## src/common/gauge_spi_cfg.svh

```systemverilog
`ifndef GAUGE_SPI_CFG_SVH
`define GAUGE_SPI_CFG_SVH

// word layout
`define GS_WORD_BITS        16
`define GS_ADDR_MSB         15
`define GS_ADDR_LSB         13

// address codes
`define GS_ADDR_CONFIG      3'h0
`define GS_ADDR_MAX_VEL     3'h1
`define GS_ADDR_TARGET0     3'h2
`define GS_ADDR_TARGET1     3'h3
`define GS_ADDR_RTZ_CMD     3'h4
`define GS_ADDR_RTZ_SETUP   3'h5
`define GS_ADDR_UNUSED      3'h6
`define GS_ADDR_TEST        3'h7

// power_enable_config fields
`define GS_CFG_G0_EN        0
`define GS_CFG_G1_EN        1
`define GS_CFG_OSC_SLOW     2
`define GS_CFG_CAL_EN       3
`define GS_CFG_FREQ_SEL     4
`define GS_CFG_EMU_DIS      5
`define GS_CFG_POS0_CW      7
`define GS_CFG_GAUGE_SEL    8
`define GS_CFG_SPEED_SEL    9
`define GS_CFG_PTR_SEL      10
`define GS_CFG_STAT_SRC     11
`define GS_CFG_NULL_CMD     12

// max_velocity fields
`define GS_VEL_MSB          7
`define GS_VEL_G0           8
`define GS_VEL_G1           9

// target position and rtz fields
`define GS_POS_MSB          11
`define GS_RTZ_MSB          12

// device status bit carrying the calibration fault
`define GS_STAT_CAL_FAULT   0

// reset values
`define GS_RST_ENABLES      2'h0
`define GS_RST_FLAG         1'h0
`define GS_RST_POS0_CW      2'h0
`define GS_RST_MAX_VEL      8'he1
`define GS_RST_POS          12'h000
`define GS_RST_RTZ          13'h0000

// timing
`define GS_CLK_PERIOD_NS    10
`define GS_INT_CLK_KHZ      1000
`define GS_CAL_PULSE_NS     8000

`endif

```

## src/common/gauge_spi_pkg.sv

```systemverilog
package gauge_spi_pkg;

   typedef enum logic [1:0] {
      CAL_IDLE,
      CAL_ARMED,
      CAL_TIMING
   } cal_state_type;

   typedef logic [15:0] spi_word_type;

endpackage : gauge_spi_pkg

```

## src/rtl/gauge_spi_control.sv

```systemverilog
`timescale 1ns/10ps
`include "gauge_spi_cfg.svh"
module gauge_spi_control
   import gauge_spi_pkg::*;
#(
   parameter int CAL_COUNT_W = 10,
   parameter int TRIM_W      = 8
) (
   // clock and reset
   input  wire logic        clock_i,
   input  wire logic        reset_n_i,
   // serial pins
   input  wire logic        cs_n_i,
   input  wire logic        sclk_i,
   input  wire logic        si_i,
   output logic             so_o,
   output logic             so_oe_o,
   // state reported by the motion core
   input  wire logic        gauge0_moving_i,
   input  wire logic        gauge1_moving_i,
   input  wire logic [15:0] device_status_i,
   input  wire logic [15:0] rtz_accum_i,
   input  wire logic [11:0] gauge0_position_i,
   input  wire logic [11:0] gauge1_position_i,
   input  wire logic [7:0]  gauge0_velocity_step_i,
   input  wire logic [7:0]  gauge1_velocity_step_i,
   // microstep dwell timer
   input  wire logic        step_start_i,
   input  wire logic [3:0]  ramp_index_i,
   output logic             step_done_o,
   // configuration to the motion core
   output logic [1:0]       gauge_enable_o,
   output logic             standby_o,
   output logic             emulation_disable_o,
   output logic [1:0]       position_zero_cw_o,
   output logic [7:0]       max_velocity0_o,
   output logic [7:0]       max_velocity1_o,
   output logic [11:0]      target_position0_o,
   output logic [11:0]      target_position1_o,
   output logic [1:0]       target_write_o,
   output logic [12:0]      rtz_command_o,
   output logic             rtz_command_write_o,
   output logic [12:0]      rtz_setup_o,
   output logic             internal_tick_o,
   output logic             cal_fault_o
);
   localparam int NOMINAL_TICK_NS     = 1000000 / `GS_INT_CLK_KHZ;
   localparam int NOMINAL_TICK_CYCLES = NOMINAL_TICK_NS / `GS_CLK_PERIOD_NS;
   localparam int CAL_TICKS           = (`GS_CAL_PULSE_NS * `GS_INT_CLK_KHZ) / 1000000;
   localparam logic [CAL_COUNT_W-1:0] CAL_COUNT_MAX = '1;

   if (CAL_COUNT_W < 4 || TRIM_W < 4 || NOMINAL_TICK_CYCLES >= 2**TRIM_W
       || (2**CAL_COUNT_W) / CAL_TICKS >= 2**TRIM_W) begin : g_bad_params
      $error("gauge_spi_control: CAL_COUNT_W or TRIM_W out of range");
   end

   logic [2:0]    pins_s;
   logic          cs_n_s;
   logic          sclk_s;
   logic          si_s;
   logic          cs_n_prev_reg;
   logic          sclk_prev_reg;
   spi_word_type  in_shift_reg;
   spi_word_type  status_shift_reg;
   spi_word_type  status_word;
   logic [3:0]    fall_cnt_reg;
   logic          word_seen_reg;
   logic [4:0]    rise_cnt_reg;
   logic          so_reg;
   logic [2:0]    word_addr;
   logic          cs_fall;
   logic          cs_rise;
   logic          sclk_fall;
   logic          sclk_rise;
   logic          word_write;
   logic          cfg_write;
   logic [1:0]    gauge_enable_reg;
   logic          oscillator_slow_reg;
   logic          cal_freq_sel_reg;
   logic          emulation_disable_reg;
   logic [1:0]    position_zero_cw_reg;
   logic          gauge_select_reg;
   logic          speed_sel_reg;
   logic          pointer_sel_reg;
   logic          status_source_reg;
   cal_state_type cal_state_reg;
   logic [CAL_COUNT_W-1:0] cal_cnt_reg;
   logic          cal_over_reg;
   logic          cal_fault_reg;
   logic [1:0]    prescale_reg;
   logic          count_en;
   logic          cal_allowed;
   logic [CAL_COUNT_W:0] cal_sum;
   logic [TRIM_W-1:0] trim_calc;
   logic [TRIM_W-1:0] trim_reg;
   logic [TRIM_W:0]   tick_period;
   logic [TRIM_W:0]   tick_cnt_reg;
   logic          tick_reg;
   logic [7:0]    dwell_cnt_reg;
   logic          step_done_reg;

   pin_sync #(
      .WIDTH       (3),
      .RESET_VALUE (3'h4)
   ) u_pin_sync (
      .clock_i   (clock_i),
      .reset_n_i (reset_n_i),
      .async_i   ({cs_n_i, sclk_i, si_i}),
      .sync_o    (pins_s)
   );

   assign cs_n_s = pins_s[2];
   assign sclk_s = pins_s[1];
   assign si_s   = pins_s[0];

   always_ff @(posedge clock_i or negedge reset_n_i) begin
      if (!reset_n_i) begin
         cs_n_prev_reg <= 1'h1;
         sclk_prev_reg <= 1'h0;
      end else begin
         cs_n_prev_reg <= cs_n_s;
         sclk_prev_reg <= sclk_s;
      end
   end

   // clock edges only count while selected
   assign cs_fall   = cs_n_prev_reg & ~cs_n_s;
   assign cs_rise   = ~cs_n_prev_reg & cs_n_s;
   assign sclk_fall = ~cs_n_s & sclk_prev_reg & ~sclk_s;
   assign sclk_rise = ~cs_n_s & ~sclk_prev_reg & sclk_s;

   always_ff @(posedge clock_i or negedge reset_n_i) begin
      if (!reset_n_i) begin
         in_shift_reg <= '0;
      end else if (sclk_fall) begin
         in_shift_reg <= {in_shift_reg[14:0], si_s};
      end
   end

   always_ff @(posedge clock_i or negedge reset_n_i) begin
      if (!reset_n_i) begin
         fall_cnt_reg  <= 4'h0;
         word_seen_reg <= 1'h0;
      end else if (cs_fall) begin
         fall_cnt_reg  <= 4'h0;
         word_seen_reg <= 1'h0;
      end else if (sclk_fall) begin
         fall_cnt_reg <= fall_cnt_reg + 4'h1;
         if (fall_cnt_reg == 4'hf) begin
            word_seen_reg <= 1'h1;
         end
      end
   end

   // whole words only; last word shifted in is the one kept
   assign word_write = cs_rise & word_seen_reg & (fall_cnt_reg == 4'h0);
   assign word_addr  = in_shift_reg[`GS_ADDR_MSB:`GS_ADDR_LSB];
   assign cfg_write  = word_write & (word_addr == `GS_ADDR_CONFIG)
                       & ~in_shift_reg[`GS_CFG_NULL_CMD];

   always_comb begin
      status_word = device_status_i;
      status_word[`GS_STAT_CAL_FAULT] = cal_fault_reg;
      if (status_source_reg) begin
         if (!pointer_sel_reg) begin
            status_word = rtz_accum_i;
         end else if (!speed_sel_reg) begin
            status_word = {4'h0, gauge_select_reg ? gauge1_position_i : gauge0_position_i};
         end else begin
            status_word = {gauge1_velocity_step_i, gauge0_velocity_step_i};
         end
      end
   end

   always_ff @(posedge clock_i or negedge reset_n_i) begin
      if (!reset_n_i) begin
         rise_cnt_reg     <= 5'h0;
         status_shift_reg <= '0;
         so_reg           <= 1'h0;
      end else if (cs_fall) begin
         rise_cnt_reg <= 5'h0;
      end else if (sclk_rise) begin
         if (rise_cnt_reg == 5'h0) begin
            so_reg           <= status_word[15];
            status_shift_reg <= {status_word[14:0], 1'h0};
         end else if (rise_cnt_reg < 5'h10) begin
            so_reg           <= status_shift_reg[15];
            status_shift_reg <= {status_shift_reg[14:0], 1'h0};
         end else begin
            so_reg <= in_shift_reg[15];
         end
         if (rise_cnt_reg != 5'h10) begin
            rise_cnt_reg <= rise_cnt_reg + 5'h1;
         end
      end
   end

   assign so_o    = so_reg;
   assign so_oe_o = ~cs_n_s;

   // unused and test codes fall through every decode below
   always_ff @(posedge clock_i or negedge reset_n_i) begin
      if (!reset_n_i) begin
         gauge_enable_reg      <= `GS_RST_ENABLES;
         oscillator_slow_reg   <= `GS_RST_FLAG;
         cal_freq_sel_reg      <= `GS_RST_FLAG;
         emulation_disable_reg <= `GS_RST_FLAG;
         position_zero_cw_reg  <= `GS_RST_POS0_CW;
         gauge_select_reg      <= `GS_RST_FLAG;
         speed_sel_reg         <= `GS_RST_FLAG;
         pointer_sel_reg       <= `GS_RST_FLAG;
         status_source_reg     <= `GS_RST_FLAG;
      end else if (cfg_write) begin
         gauge_enable_reg[0]   <= in_shift_reg[`GS_CFG_G0_EN];
         gauge_enable_reg[1]   <= in_shift_reg[`GS_CFG_G1_EN];
         oscillator_slow_reg   <= in_shift_reg[`GS_CFG_OSC_SLOW];
         cal_freq_sel_reg      <= in_shift_reg[`GS_CFG_FREQ_SEL];
         emulation_disable_reg <= in_shift_reg[`GS_CFG_EMU_DIS];
         position_zero_cw_reg[in_shift_reg[`GS_CFG_GAUGE_SEL]]
            <= in_shift_reg[`GS_CFG_POS0_CW];
         gauge_select_reg      <= in_shift_reg[`GS_CFG_GAUGE_SEL];
         speed_sel_reg         <= in_shift_reg[`GS_CFG_SPEED_SEL];
         pointer_sel_reg       <= in_shift_reg[`GS_CFG_PTR_SEL];
         status_source_reg     <= in_shift_reg[`GS_CFG_STAT_SRC];
      end
   end

   always_ff @(posedge clock_i or negedge reset_n_i) begin
      if (!reset_n_i) begin
         max_velocity0_o     <= `GS_RST_MAX_VEL;
         max_velocity1_o     <= `GS_RST_MAX_VEL;
         target_position0_o  <= `GS_RST_POS;
         target_position1_o  <= `GS_RST_POS;
         rtz_command_o       <= `GS_RST_RTZ;
         rtz_setup_o         <= `GS_RST_RTZ;
         target_write_o      <= 2'h0;
         rtz_command_write_o <= 1'h0;
      end else begin
         target_write_o      <= 2'h0;
         rtz_command_write_o <= 1'h0;
         if (word_write) begin
            case (word_addr)
               `GS_ADDR_MAX_VEL: begin
                  if (in_shift_reg[`GS_VEL_G0]) begin
                     max_velocity0_o <= in_shift_reg[`GS_VEL_MSB:0];
                  end
                  if (in_shift_reg[`GS_VEL_G1]) begin
                     max_velocity1_o <= in_shift_reg[`GS_VEL_MSB:0];
                  end
               end
               `GS_ADDR_TARGET0: begin
                  target_position0_o <= in_shift_reg[`GS_POS_MSB:0];
                  target_write_o[0]  <= 1'h1;
               end
               `GS_ADDR_TARGET1: begin
                  target_position1_o <= in_shift_reg[`GS_POS_MSB:0];
                  target_write_o[1]  <= 1'h1;
               end
               `GS_ADDR_RTZ_CMD: begin
                  rtz_command_o       <= in_shift_reg[`GS_RTZ_MSB:0];
                  rtz_command_write_o <= 1'h1;
               end
               `GS_ADDR_RTZ_SETUP: begin
                  rtz_setup_o <= in_shift_reg[`GS_RTZ_MSB:0];
               end
               default: begin
               end
            endcase
         end
      end
   end

   assign gauge_enable_o      = gauge_enable_reg;
   assign standby_o           = (gauge_enable_reg == 2'h0);
   assign emulation_disable_o = emulation_disable_reg;
   assign position_zero_cw_o  = position_zero_cw_reg;
   assign cal_fault_o         = cal_fault_reg;

   // slow mode counts two cycles of three so the same trim covers a longer pulse
   always_ff @(posedge clock_i or negedge reset_n_i) begin
      if (!reset_n_i) begin
         prescale_reg <= 2'h0;
      end else begin
         prescale_reg <= (prescale_reg == 2'h2) ? 2'h0 : prescale_reg + 2'h1;
      end
   end

   assign count_en    = ~oscillator_slow_reg | (prescale_reg != 2'h2);
   assign cal_allowed = (gauge_enable_reg == 2'h0)
                        | (~gauge0_moving_i & ~gauge1_moving_i);
   assign cal_sum     = {1'h0, cal_cnt_reg}
                        + (cal_freq_sel_reg ? '0 : (CAL_COUNT_W+1)'(CAL_TICKS));
   assign trim_calc   = TRIM_W'(cal_sum / (CAL_COUNT_W+1)'(CAL_TICKS));

   always_ff @(posedge clock_i or negedge reset_n_i) begin
      if (!reset_n_i) begin
         cal_state_reg <= CAL_IDLE;
         cal_cnt_reg   <= '0;
         cal_over_reg  <= 1'h0;
         cal_fault_reg <= 1'h0;
         trim_reg      <= TRIM_W'(NOMINAL_TICK_CYCLES);
      end else begin
         unique case (cal_state_reg)
            CAL_IDLE: begin
               if (cfg_write && in_shift_reg[`GS_CFG_CAL_EN] && cal_allowed) begin
                  cal_state_reg <= CAL_ARMED;
               end
            end
            CAL_ARMED: begin
               if (cs_fall) begin
                  cal_state_reg <= CAL_TIMING;
                  cal_cnt_reg   <= '0;
                  cal_over_reg  <= 1'h0;
               end
            end
            CAL_TIMING: begin
               if (cs_rise) begin
                  cal_state_reg <= CAL_IDLE;
                  if (cal_over_reg || trim_calc == '0) begin
                     cal_fault_reg <= 1'h1;
                  end else begin
                     cal_fault_reg <= 1'h0;
                     trim_reg      <= trim_calc;
                  end
               end else if (count_en) begin
                  if (cal_cnt_reg == CAL_COUNT_MAX) begin
                     cal_over_reg <= 1'h1;
                  end else begin
                     cal_cnt_reg <= cal_cnt_reg + 1'h1;
                  end
               end
            end
         endcase
      end
   end

   // internal clock tick runs in standby as well
   assign tick_period = oscillator_slow_reg
                        ? {1'h0, trim_reg} + {2'h0, trim_reg[TRIM_W-1:1]}
                        : {1'h0, trim_reg};

   always_ff @(posedge clock_i or negedge reset_n_i) begin
      if (!reset_n_i) begin
         tick_cnt_reg <= '0;
         tick_reg     <= 1'h0;
      end else if (tick_cnt_reg + 1'h1 >= tick_period) begin
         tick_cnt_reg <= '0;
         tick_reg     <= 1'h1;
      end else begin
         tick_cnt_reg <= tick_cnt_reg + 1'h1;
         tick_reg     <= 1'h0;
      end
   end

   assign internal_tick_o = tick_reg;

   function automatic logic [7:0] step_time(input logic [3:0] index);
      case (index)
         4'h0:    step_time = 8'h40;
         4'h1:    step_time = 8'h30;
         4'h2:    step_time = 8'h28;
         4'h3:    step_time = 8'h20;
         4'h4:    step_time = 8'h1c;
         4'h5:    step_time = 8'h18;
         4'h6:    step_time = 8'h15;
         4'h7:    step_time = 8'h12;
         4'h8:    step_time = 8'h10;
         4'h9:    step_time = 8'h0e;
         4'ha:    step_time = 8'h0d;
         4'hb:    step_time = 8'h0c;
         4'hc:    step_time = 8'h0b;
         4'hd:    step_time = 8'h0a;
         4'he:    step_time = 8'h09;
         default: step_time = 8'h08;
      endcase
   endfunction : step_time

   always_ff @(posedge clock_i or negedge reset_n_i) begin
      if (!reset_n_i) begin
         dwell_cnt_reg <= 8'h00;
         step_done_reg <= 1'h0;
      end else begin
         step_done_reg <= 1'h0;
         if (step_start_i) begin
            dwell_cnt_reg <= step_time(ramp_index_i);
         end else if (tick_reg && dwell_cnt_reg != 8'h00) begin
            dwell_cnt_reg <= dwell_cnt_reg - 8'h01;
            step_done_reg <= (dwell_cnt_reg == 8'h01);
         end
      end
   end

   assign step_done_o = step_done_reg;
endmodule : gauge_spi_control

```

## src/rtl/pin_sync.sv

```systemverilog
`timescale 1ns/10ps
module pin_sync #(
   parameter int               WIDTH       = 1,
   parameter logic [WIDTH-1:0] RESET_VALUE = '0
) (
   // clock and reset
   input  wire logic             clock_i,
   input  wire logic             reset_n_i,
   // pins
   input  wire logic [WIDTH-1:0] async_i,
   output logic      [WIDTH-1:0] sync_o
);
   logic [WIDTH-1:0] meta_reg;

   always_ff @(posedge clock_i or negedge reset_n_i) begin
      if (!reset_n_i) begin
         meta_reg <= RESET_VALUE;
         sync_o   <= RESET_VALUE;
      end else begin
         meta_reg <= async_i;
         sync_o   <= meta_reg;
      end
   end
endmodule : pin_sync

```

## config.mk

```make
export PLATFORM = sky130hd
export DESIGN_NAME = gauge_spi_control
export DESIGN_NICKNAME = d
export VERILOG_FILES = /design/src/common/gauge_spi_pkg.sv /design/src/rtl/gauge_spi_control.sv /design/src/rtl/pin_sync.sv
export VERILOG_INCLUDE_DIRS = /design/src /design/src/common
export SDC_FILE = /design/constraint.sdc
export NUM_CORES = 1
export LEC_CHECK = 0
export ABC_AREA = 1
export BUFFER_PORTS_ARGS = -buffer_cell sky130_fd_sc_hd__buf_2
export CAP_MARGIN = 20
export CORE_ASPECT_RATIO = 1.1
export CORE_MARGIN = 2
export CORE_UTILIZATION = 50
export DETAILED_ROUTE_END_ITERATION = 12
export GPL_ROUTABILITY_DRIVEN = 0
export HOLD_SLACK_MARGIN = 0.03
export PLACE_DENSITY = 0.73
export SYNTH_ARGS = -nofsm -noshare
export SYNTH_HDL_FRONTEND = slang
export SYNTH_SLANG_ARGS = --single-unit
```

## constraint.sdc

```tcl
create_clock -name clock_i -period 4.6 [get_ports clock_i]
set_clock_uncertainty 0.05 [all_clocks]
set_input_delay 0.92 -clock clock_i [delete_from_list [all_inputs] [get_ports clock_i]]
set_output_delay 0.92 -clock clock_i [all_outputs]
set_load 0.01 [all_outputs]
```

## Yosys cells after proc, flatten, opt, wreduce, memory -nomap -nowiden

Memories as Yosys holds them, arrays and structs flattened.
Cells that the tools add are included.

| word-level totals | value |
|---|---|
| flip-flop bits (word level) | 174 |
| memory bits (read-only) | 112 |
| input bits | 84 |
| output and inout port bits | 80 |
| word-level logic and storage cells | 175 |
| memories | 1 |

| operators by class | value |
|---|---|
| add/sub/neg operators | 8 |
| $lt $le $gt $ge | 4 |
| equality and inequality tests | 20 |
| multiplexer cells | 48 |
| bitwise operators | 23 |
| reduce and logical (&&, ||, !) cells | 34 |

Memory list:

| memory | depth | bits a word | rd ports | clocked after memory_dff | wr ports | line | source |
|---|---|---|---|---|---|---|---|
| (no name shown) | 16 | 7 | 1 | 0 | 0 | gauge_spi_control.sv:358 | `case (index)` |

Operators with widths:

| cell | number |
|---|---|
| 16-bit 2-to-1 mux | 5 |
| 10-bit 2-to-1 mux | 4 |
| 10-bit one-hot mux with 2 select lines | 1 |
| 1-bit 2-to-1 mux | 18 |
| 9-bit 2-to-1 mux | 2 |
| 8-bit 2-to-1 mux | 2 |
| 2-bit inequality test, second input constant | 8 |
| 2-bit AND reduction | 8 |
| 5-bit 2-to-1 mux | 3 |
| 3-bit AND reduction | 5 |
| 2-bit nonzero test | 7 |
| 12-bit 2-to-1 mux | 1 |
| 4-bit 2-to-1 mux | 3 |
| 10-bit by 4-bit adder with 11-bit output | 1 |
| 1-bit bitwise AND | 11 |
| 10-bit by 1-bit adder with 10-bit output, second input constant | 1 |
| 10-bit equality test, second input constant | 1 |
| 2-bit 2-to-1 mux | 5 |
| 1-bit NOT | 10 |
| 5-bit AND reduction | 2 |
| 8-bit by 7-bit adder with 9-bit output | 1 |
| 9-bit by 1-bit adder with 9-bit output, second input constant | 1 |
| 9-bit greater-or-equal comparator | 1 |
| 8-bit by 1-bit equality test with 1-bit output, second input constant | 1 |
| 27 further kinds | 35 |

## Depth between registers and ports, before layout

| logic depth | value |
|---|---|
| depth after elaboration | 10 |
| gate-level depth with buffers | 16 |
| gate-level depth less buffers | 16 |

## Modules after synthesis

From an unflattened synthesis, not the netlist that was laid out.

| second synthesis, totals | value |
|---|---|
| cells, all modules | 1039 |
| area total of the unflattened synthesis | 8590.7 sq um |

By module, submodules not included:

| module | instances | cells an instance | area an instance (sq um) |
|---|---|---|---|
| gauge_spi_control | 1 | 1033 | 8438.1 |
| pin_sync | 1 | 6 | 152.6 |

## Least setup slack after synthesis

OpenSTA, ideal clock, no wires.

| path | value |
|---|---|
| path type | reg2reg |
| start point | register trim_reg[2] |
| end point | register tick_cnt_reg[2] |
| setup time | 0.091 ns |
| data arrival time | 2.492 ns |
| slack | 1.967 ns |
| cell stages (with the launch flop) | 13 |
| clock period less this slack | 2.633 ns |
| cell sequence | dfstp_2 inv_1 fa_1 o31ai_1 xnor2_1 nand2_1 o21ai_0 ha_1 a21oi_1 o21ai_0 nand2_1 nand4_1 nor3_1 |

| on the way | value |
|---|---|
| cells in the longest elaborated chain, start to end | 4 |

RTL lines:

| item | line | source |
|---|---|---|
| from (decl) | gauge_spi_control.sv:95 | `logic [TRIM_W-1:0] trim_reg;` |
| from (signal assigned) | gauge_spi_control.sv:301 | `trim_reg <= TRIM_W'(NOMINAL_TICK_CYCLES);` |
| from (signal assigned) | gauge_spi_control.sv:323 | `trim_reg <= trim_calc;` |
| 8-bit by 7-bit adder with 9-bit output | gauge_spi_control.sv:339 | `? {1'h0, trim_reg} + {2'h0, trim_reg[TRIM_W-1:1]}` |
| 9-bit 2-to-1 mux * | gauge_spi_control.sv:339 |  |
| 9-bit greater-or-equal comparator * | gauge_spi_control.sv:346 | `end else if (tick_cnt_reg + 1'h1 >= tick_period) begin` |
| 9-bit 2-to-1 mux * | gauge_spi_control.sv:346 |  |
| to (signal assigned) | gauge_spi_control.sv:350 | `tick_cnt_reg <= tick_cnt_reg + 1'h1;` |
| to (decl) | gauge_spi_control.sv:97 | `logic [TRIM_W:0] tick_cnt_reg;` |

Mark *: on every way between the ends. The rest lies on a longest branch, timed or not.
A chain may end at the register's enable or synchronous reset.

## Worst setup path in the final report

| path | value |
|---|---|
| start point | register trim_reg[1] |
| end point | register tick_cnt_reg[2] |

The elaborated chain is that of the path after synthesis.

==> results list <==
- The run finished with clean final reports.
- In this run the power spent charging and discharging nets is 956 µW.
- The share of total power dissipated in combinational logic is 9.1%.
- In the finished design, the share of the clock period the worst path needs comes to about two thirds.
- Counting the fill cells in the layout gives between 1,500 and 2,000.
- Buffers inserted to repair hold after CTS numbered 0.
* Worst Path Required: a little under 5000 ps
- The routed layout has ~7,500 vias.
- Total routed wirelength: slightly above 20,000 µm
- In the routed layout, each cell is associated on average with a via count of about 5.2.
- PortBufs: between 150 and 200
- Post-Synth XOR/XNOR Area: roughly 1.2%
* Amount of wire on met3 after detailed routing: about 1300 µm
* Least setup slack across all paths after layout: about 1600 ps
- DP Wirelength: 14,800 µm
- After clock tree synthesis, the clock-pin slew on the worst setup and hold paths is roughly 70 ps.
* Internal power: roughly 2400 µW
- For this run the aggregate overflow at the end of global routing stands at 0.
- Based on the critical path, the design can be clocked at up to 0.330 GHz.
* Arrival time worst endpoint: around 3300 ps
- In this run the worst path has a maximum fanout of 10.
* Classification of the worst setup path: flip-flop to flip-flop
* Cell-by-cell trace of the critical path: ha_1, inv_1, fa_1, o31ai_1, xnor2_1, nand2_1, o21ai_0, ha_1, a21oi_1, o21ai_0, nand2_1, nand4_1, nor3_1
- Of the post-synthesis cell area, the dominant cell type holds 46.2%.
- The hold violation total from the final report was 0.
* Area of the core: roughly 0.017 mm²
- Clock tree from TritonCTS: built
- After routing, the total negative slack on setup checks comes to 0 ps.
- Pwr Density: between 300 and 400 mW/mm²
* Endpoints failing setup: 0
- Summing the areas of all fa, ha and maj instances in the mapped netlist gives between 4 and 5% of the synthesized area.
* Netlist Area Pre-Place: about 0.0086 mm²
- Compared with the post-synthesis result, the final layout area differs by 18.8%.
- Cells taking the most area after synthesis: dfrtp_1, nand2_1, o21ai_0, ha_1, inv_1
- The largest total area in the synthesized netlist belongs to dfrtp_1.
- Measured along the y axis, the die boundary spans 142 µm.
- Horiz. Die Dim: 129 µm
- Peak VDD IR: roughly 0.3 mV
- Worst path max stage delay: around 420 ps
- Total global-route track usage: a little under a quarter
- In the final design database the tool counted 1,303 nets.
* Post-cts sizing count: 0
- Period minus WS final: 3030 ps
* Fraction of power consumed by the clock network: between 40% and 50%
- Reg power frac: approximately half
- Final count of pins violating max slew: 0
- Async S/R FF share, synth: between 90% and 100%
- The first global-routing pass estimated 34,400 µm of wire.
- After synthesis, the largest family of logic cells by area is simple AND/OR/NAND/NOR gates.
- Diodes inserted: 0
- Entering global routing, the biggest net connects between 90 and 100 pins.
* Highest layer used for signal routing: met4
* Area of the multi-input gates: 0.00373 mm²
- TritonCTS created 17 clock buffers.
- Placement row count: 50
- The number of global-route vias before repair was a little over 7,000.
- Final antenna-violating net count: 0
- Path type of the worst min-delay path: flip-flop to flip-flop
* Slew of the pin with the lowest slew margin: between 1000 and 1500 ps
- Clock Root Buffer: clkbuf_16
- The share of the Yosys chip area taken by registers is about half.
- EDFF count, synth: 0
- Worst setup timing slack at the placement stage: between 1500 and 2000 ps
* Layout cell share with drive strength beyond 1: 19.0%
- No sink is reached through more buffers than the 2 on the longest clock path.
- Setup repair after global routing left no endpoint under its margin.
- Number of top-level pins: 164
- DIE AREA: between 0.015 and 0.02 mm²
- Clock sink count: 173
- Counting both buffers and inverters, the worst setup path holds a total of 1.
- In the synthesized netlist, the number of instances is 1,037.
- Pre-antenna DRT Iters: 4
* Mean area per synthesized cell: about 8.3 µm²
- Compound-cell area share of the yosys netlist: 16.0%
* Fraction of power spent switching nets: 28.2%
- Type of origin of the critical path: flip-flop
- Post-CTS setup buffers: 0
- The worst register-to-register path has a setup slack of 1570 ps.
- For this configuration, the core starts out at a cell density of roughly 51%.
* Slew margin rel.: about 30%
- After detailed routing, the met2 layer carries approximately 9500 µm of wire.
- Synthesized net count: 1,154
- The number of antenna violations at the first check in global routing came to 0.
- DRC violations left: 0
- CTS H-tree lvls: 4
- Most instantiated flip-flop cell in the synthesis netlist: dfrtp_1
- Footprint of the flip-flops and latches: 0.00435 mm²
- Clock latency at the later pin of the worst-skew pair: ~440 ps
- Number of different library cells in the post-synthesis netlist: between 40 and 50
- Type of destination of the critical path: flip-flop
- Yosys printed 0 warnings.
- Of the total synthesized cell area, the portion taken by AND, OR, NAND and NOR gates is between 20% and 30%.
- The tool flagged a number of max-cap violations equal to 0.
* Fin Hold WS: 303 ps
- DRT iter0 DRCs: about 490
* Most frequent cell after synthesis: nand2_1
* Average routed wire per standard cell: around 14 µm
* Worst path top cell family by delay: adder cells
* Fraction of synthesized area in multiplexers: 0%
- The analysis attributes to cell leakage a power of 0.00512 µW.
- Top cell types by occurrence after synthesis: nand2_1, dfrtp_1, o21ai_0, inv_1, nor2_1
- Flip-flop count of the largest register after layout: 16
* Standard cell with the maximum stage delay on the critical path: dfrtp_1
* FF+latch count, synth: 173
- After detailed routing, the wire length on met1 is 9380 µm.
[power groups by stage]
stage	Combinational, µW	Sequential [µW]	Clock (µW)
2_1_floorplan	175	1660	0
3_3_place_gp	304	1670	0
3_5_place_dp	311	1670	0
4_1_cts	312	1640	1470
5_1_grt	354	1650	1530
6_report	309	1640	1440
[cells by family (layout without fill, tap and decap cells)]
group	after synthesis	in the layout
and+or+nand+nor	426	426
AOI/OAI and AO/OA	251	251
DFF	173	173
buffers and inverters	142	304
adders and majority gates	33	33
xor gates and xnor gates	12	12
[worst paths after layout]
| path | startpoint | end | cells past startpoint |
|---|---|---|---|
| worst max register to register | trim_reg[1]$_DFFE_PN0P_ | tick_cnt_reg[2]$_DFF_PN0_ | 13 |
| max in group asynchronous | reset_n_i | max_velocity1_o[6]$_DFFE_PN1P_ | 2 |
| worst min register to register | u_pin_sync.meta_reg[1]$_DFF_PN0_ | u_pin_sync.sync_o[1]$_DFF_PN0_ | 0 |
| worst min-delay path | u_pin_sync.meta_reg[1]$_DFF_PN0_ | u_pin_sync.sync_o[1]$_DFF_PN0_ | 0 |
| min in group asynchronous | reset_n_i | target_position0_o[8]$_DFFE_PN0P_ | 1 |
| worst max-delay path | trim_reg[1]$_DFFE_PN0P_ | tick_cnt_reg[2]$_DFF_PN0_ | 13 |
[layout make-up]
cell class | count | area share, %
repair buffers | 165 | 8.32
clock inverters | 15 | 1.91
flip-flops and latches | 173 | 42.4
inverters | 107 | 3.92
well taps | 234 | 2.86
clock buffers | 17 | 4.15
multi-input cells | 722 | 36.4
[layout by cell type, fill, tap and decap left out, types with 5 or more instances in the layout]
cell type  instances
a21o_1            11
a21oi_1           62
buf_2            161
clkbuf_16         17
clkinv_8           8
dfrtp_1          159
dfstp_2           14
ha_1              32
inv_1            105
nand2_1          244
nand3_1           67
nand3b_1           5
nand4_1           13
nor2_1            70
nor3_1            11
o211ai_1          19
o21ai_0          137
or2_2              5
xor2_1            10
[per-stage QoR]
stage,total power [µW],instances,area [µm²],util (%)
2_1_floorplan,1830,1037,8620,-
3_3_place_gp,1970,1401,9620,56.7
3_5_place_dp,1980,1401,9620,56.7
4_1_cts,3430,1433,10200,60.4
5_1_grt,3540,1433,10200,60.4
6_report,3390,1433,10200,60.4
[routing by layer]
metal / track usage [%] / vias up
met3: 6.60 / 36
met1: 31.5 / 3524
met5: 0 / -
li1: - / 3747
met4: 8.18 / 0
met2: 37.0 / 183
(Power assumes the default switching activity.)
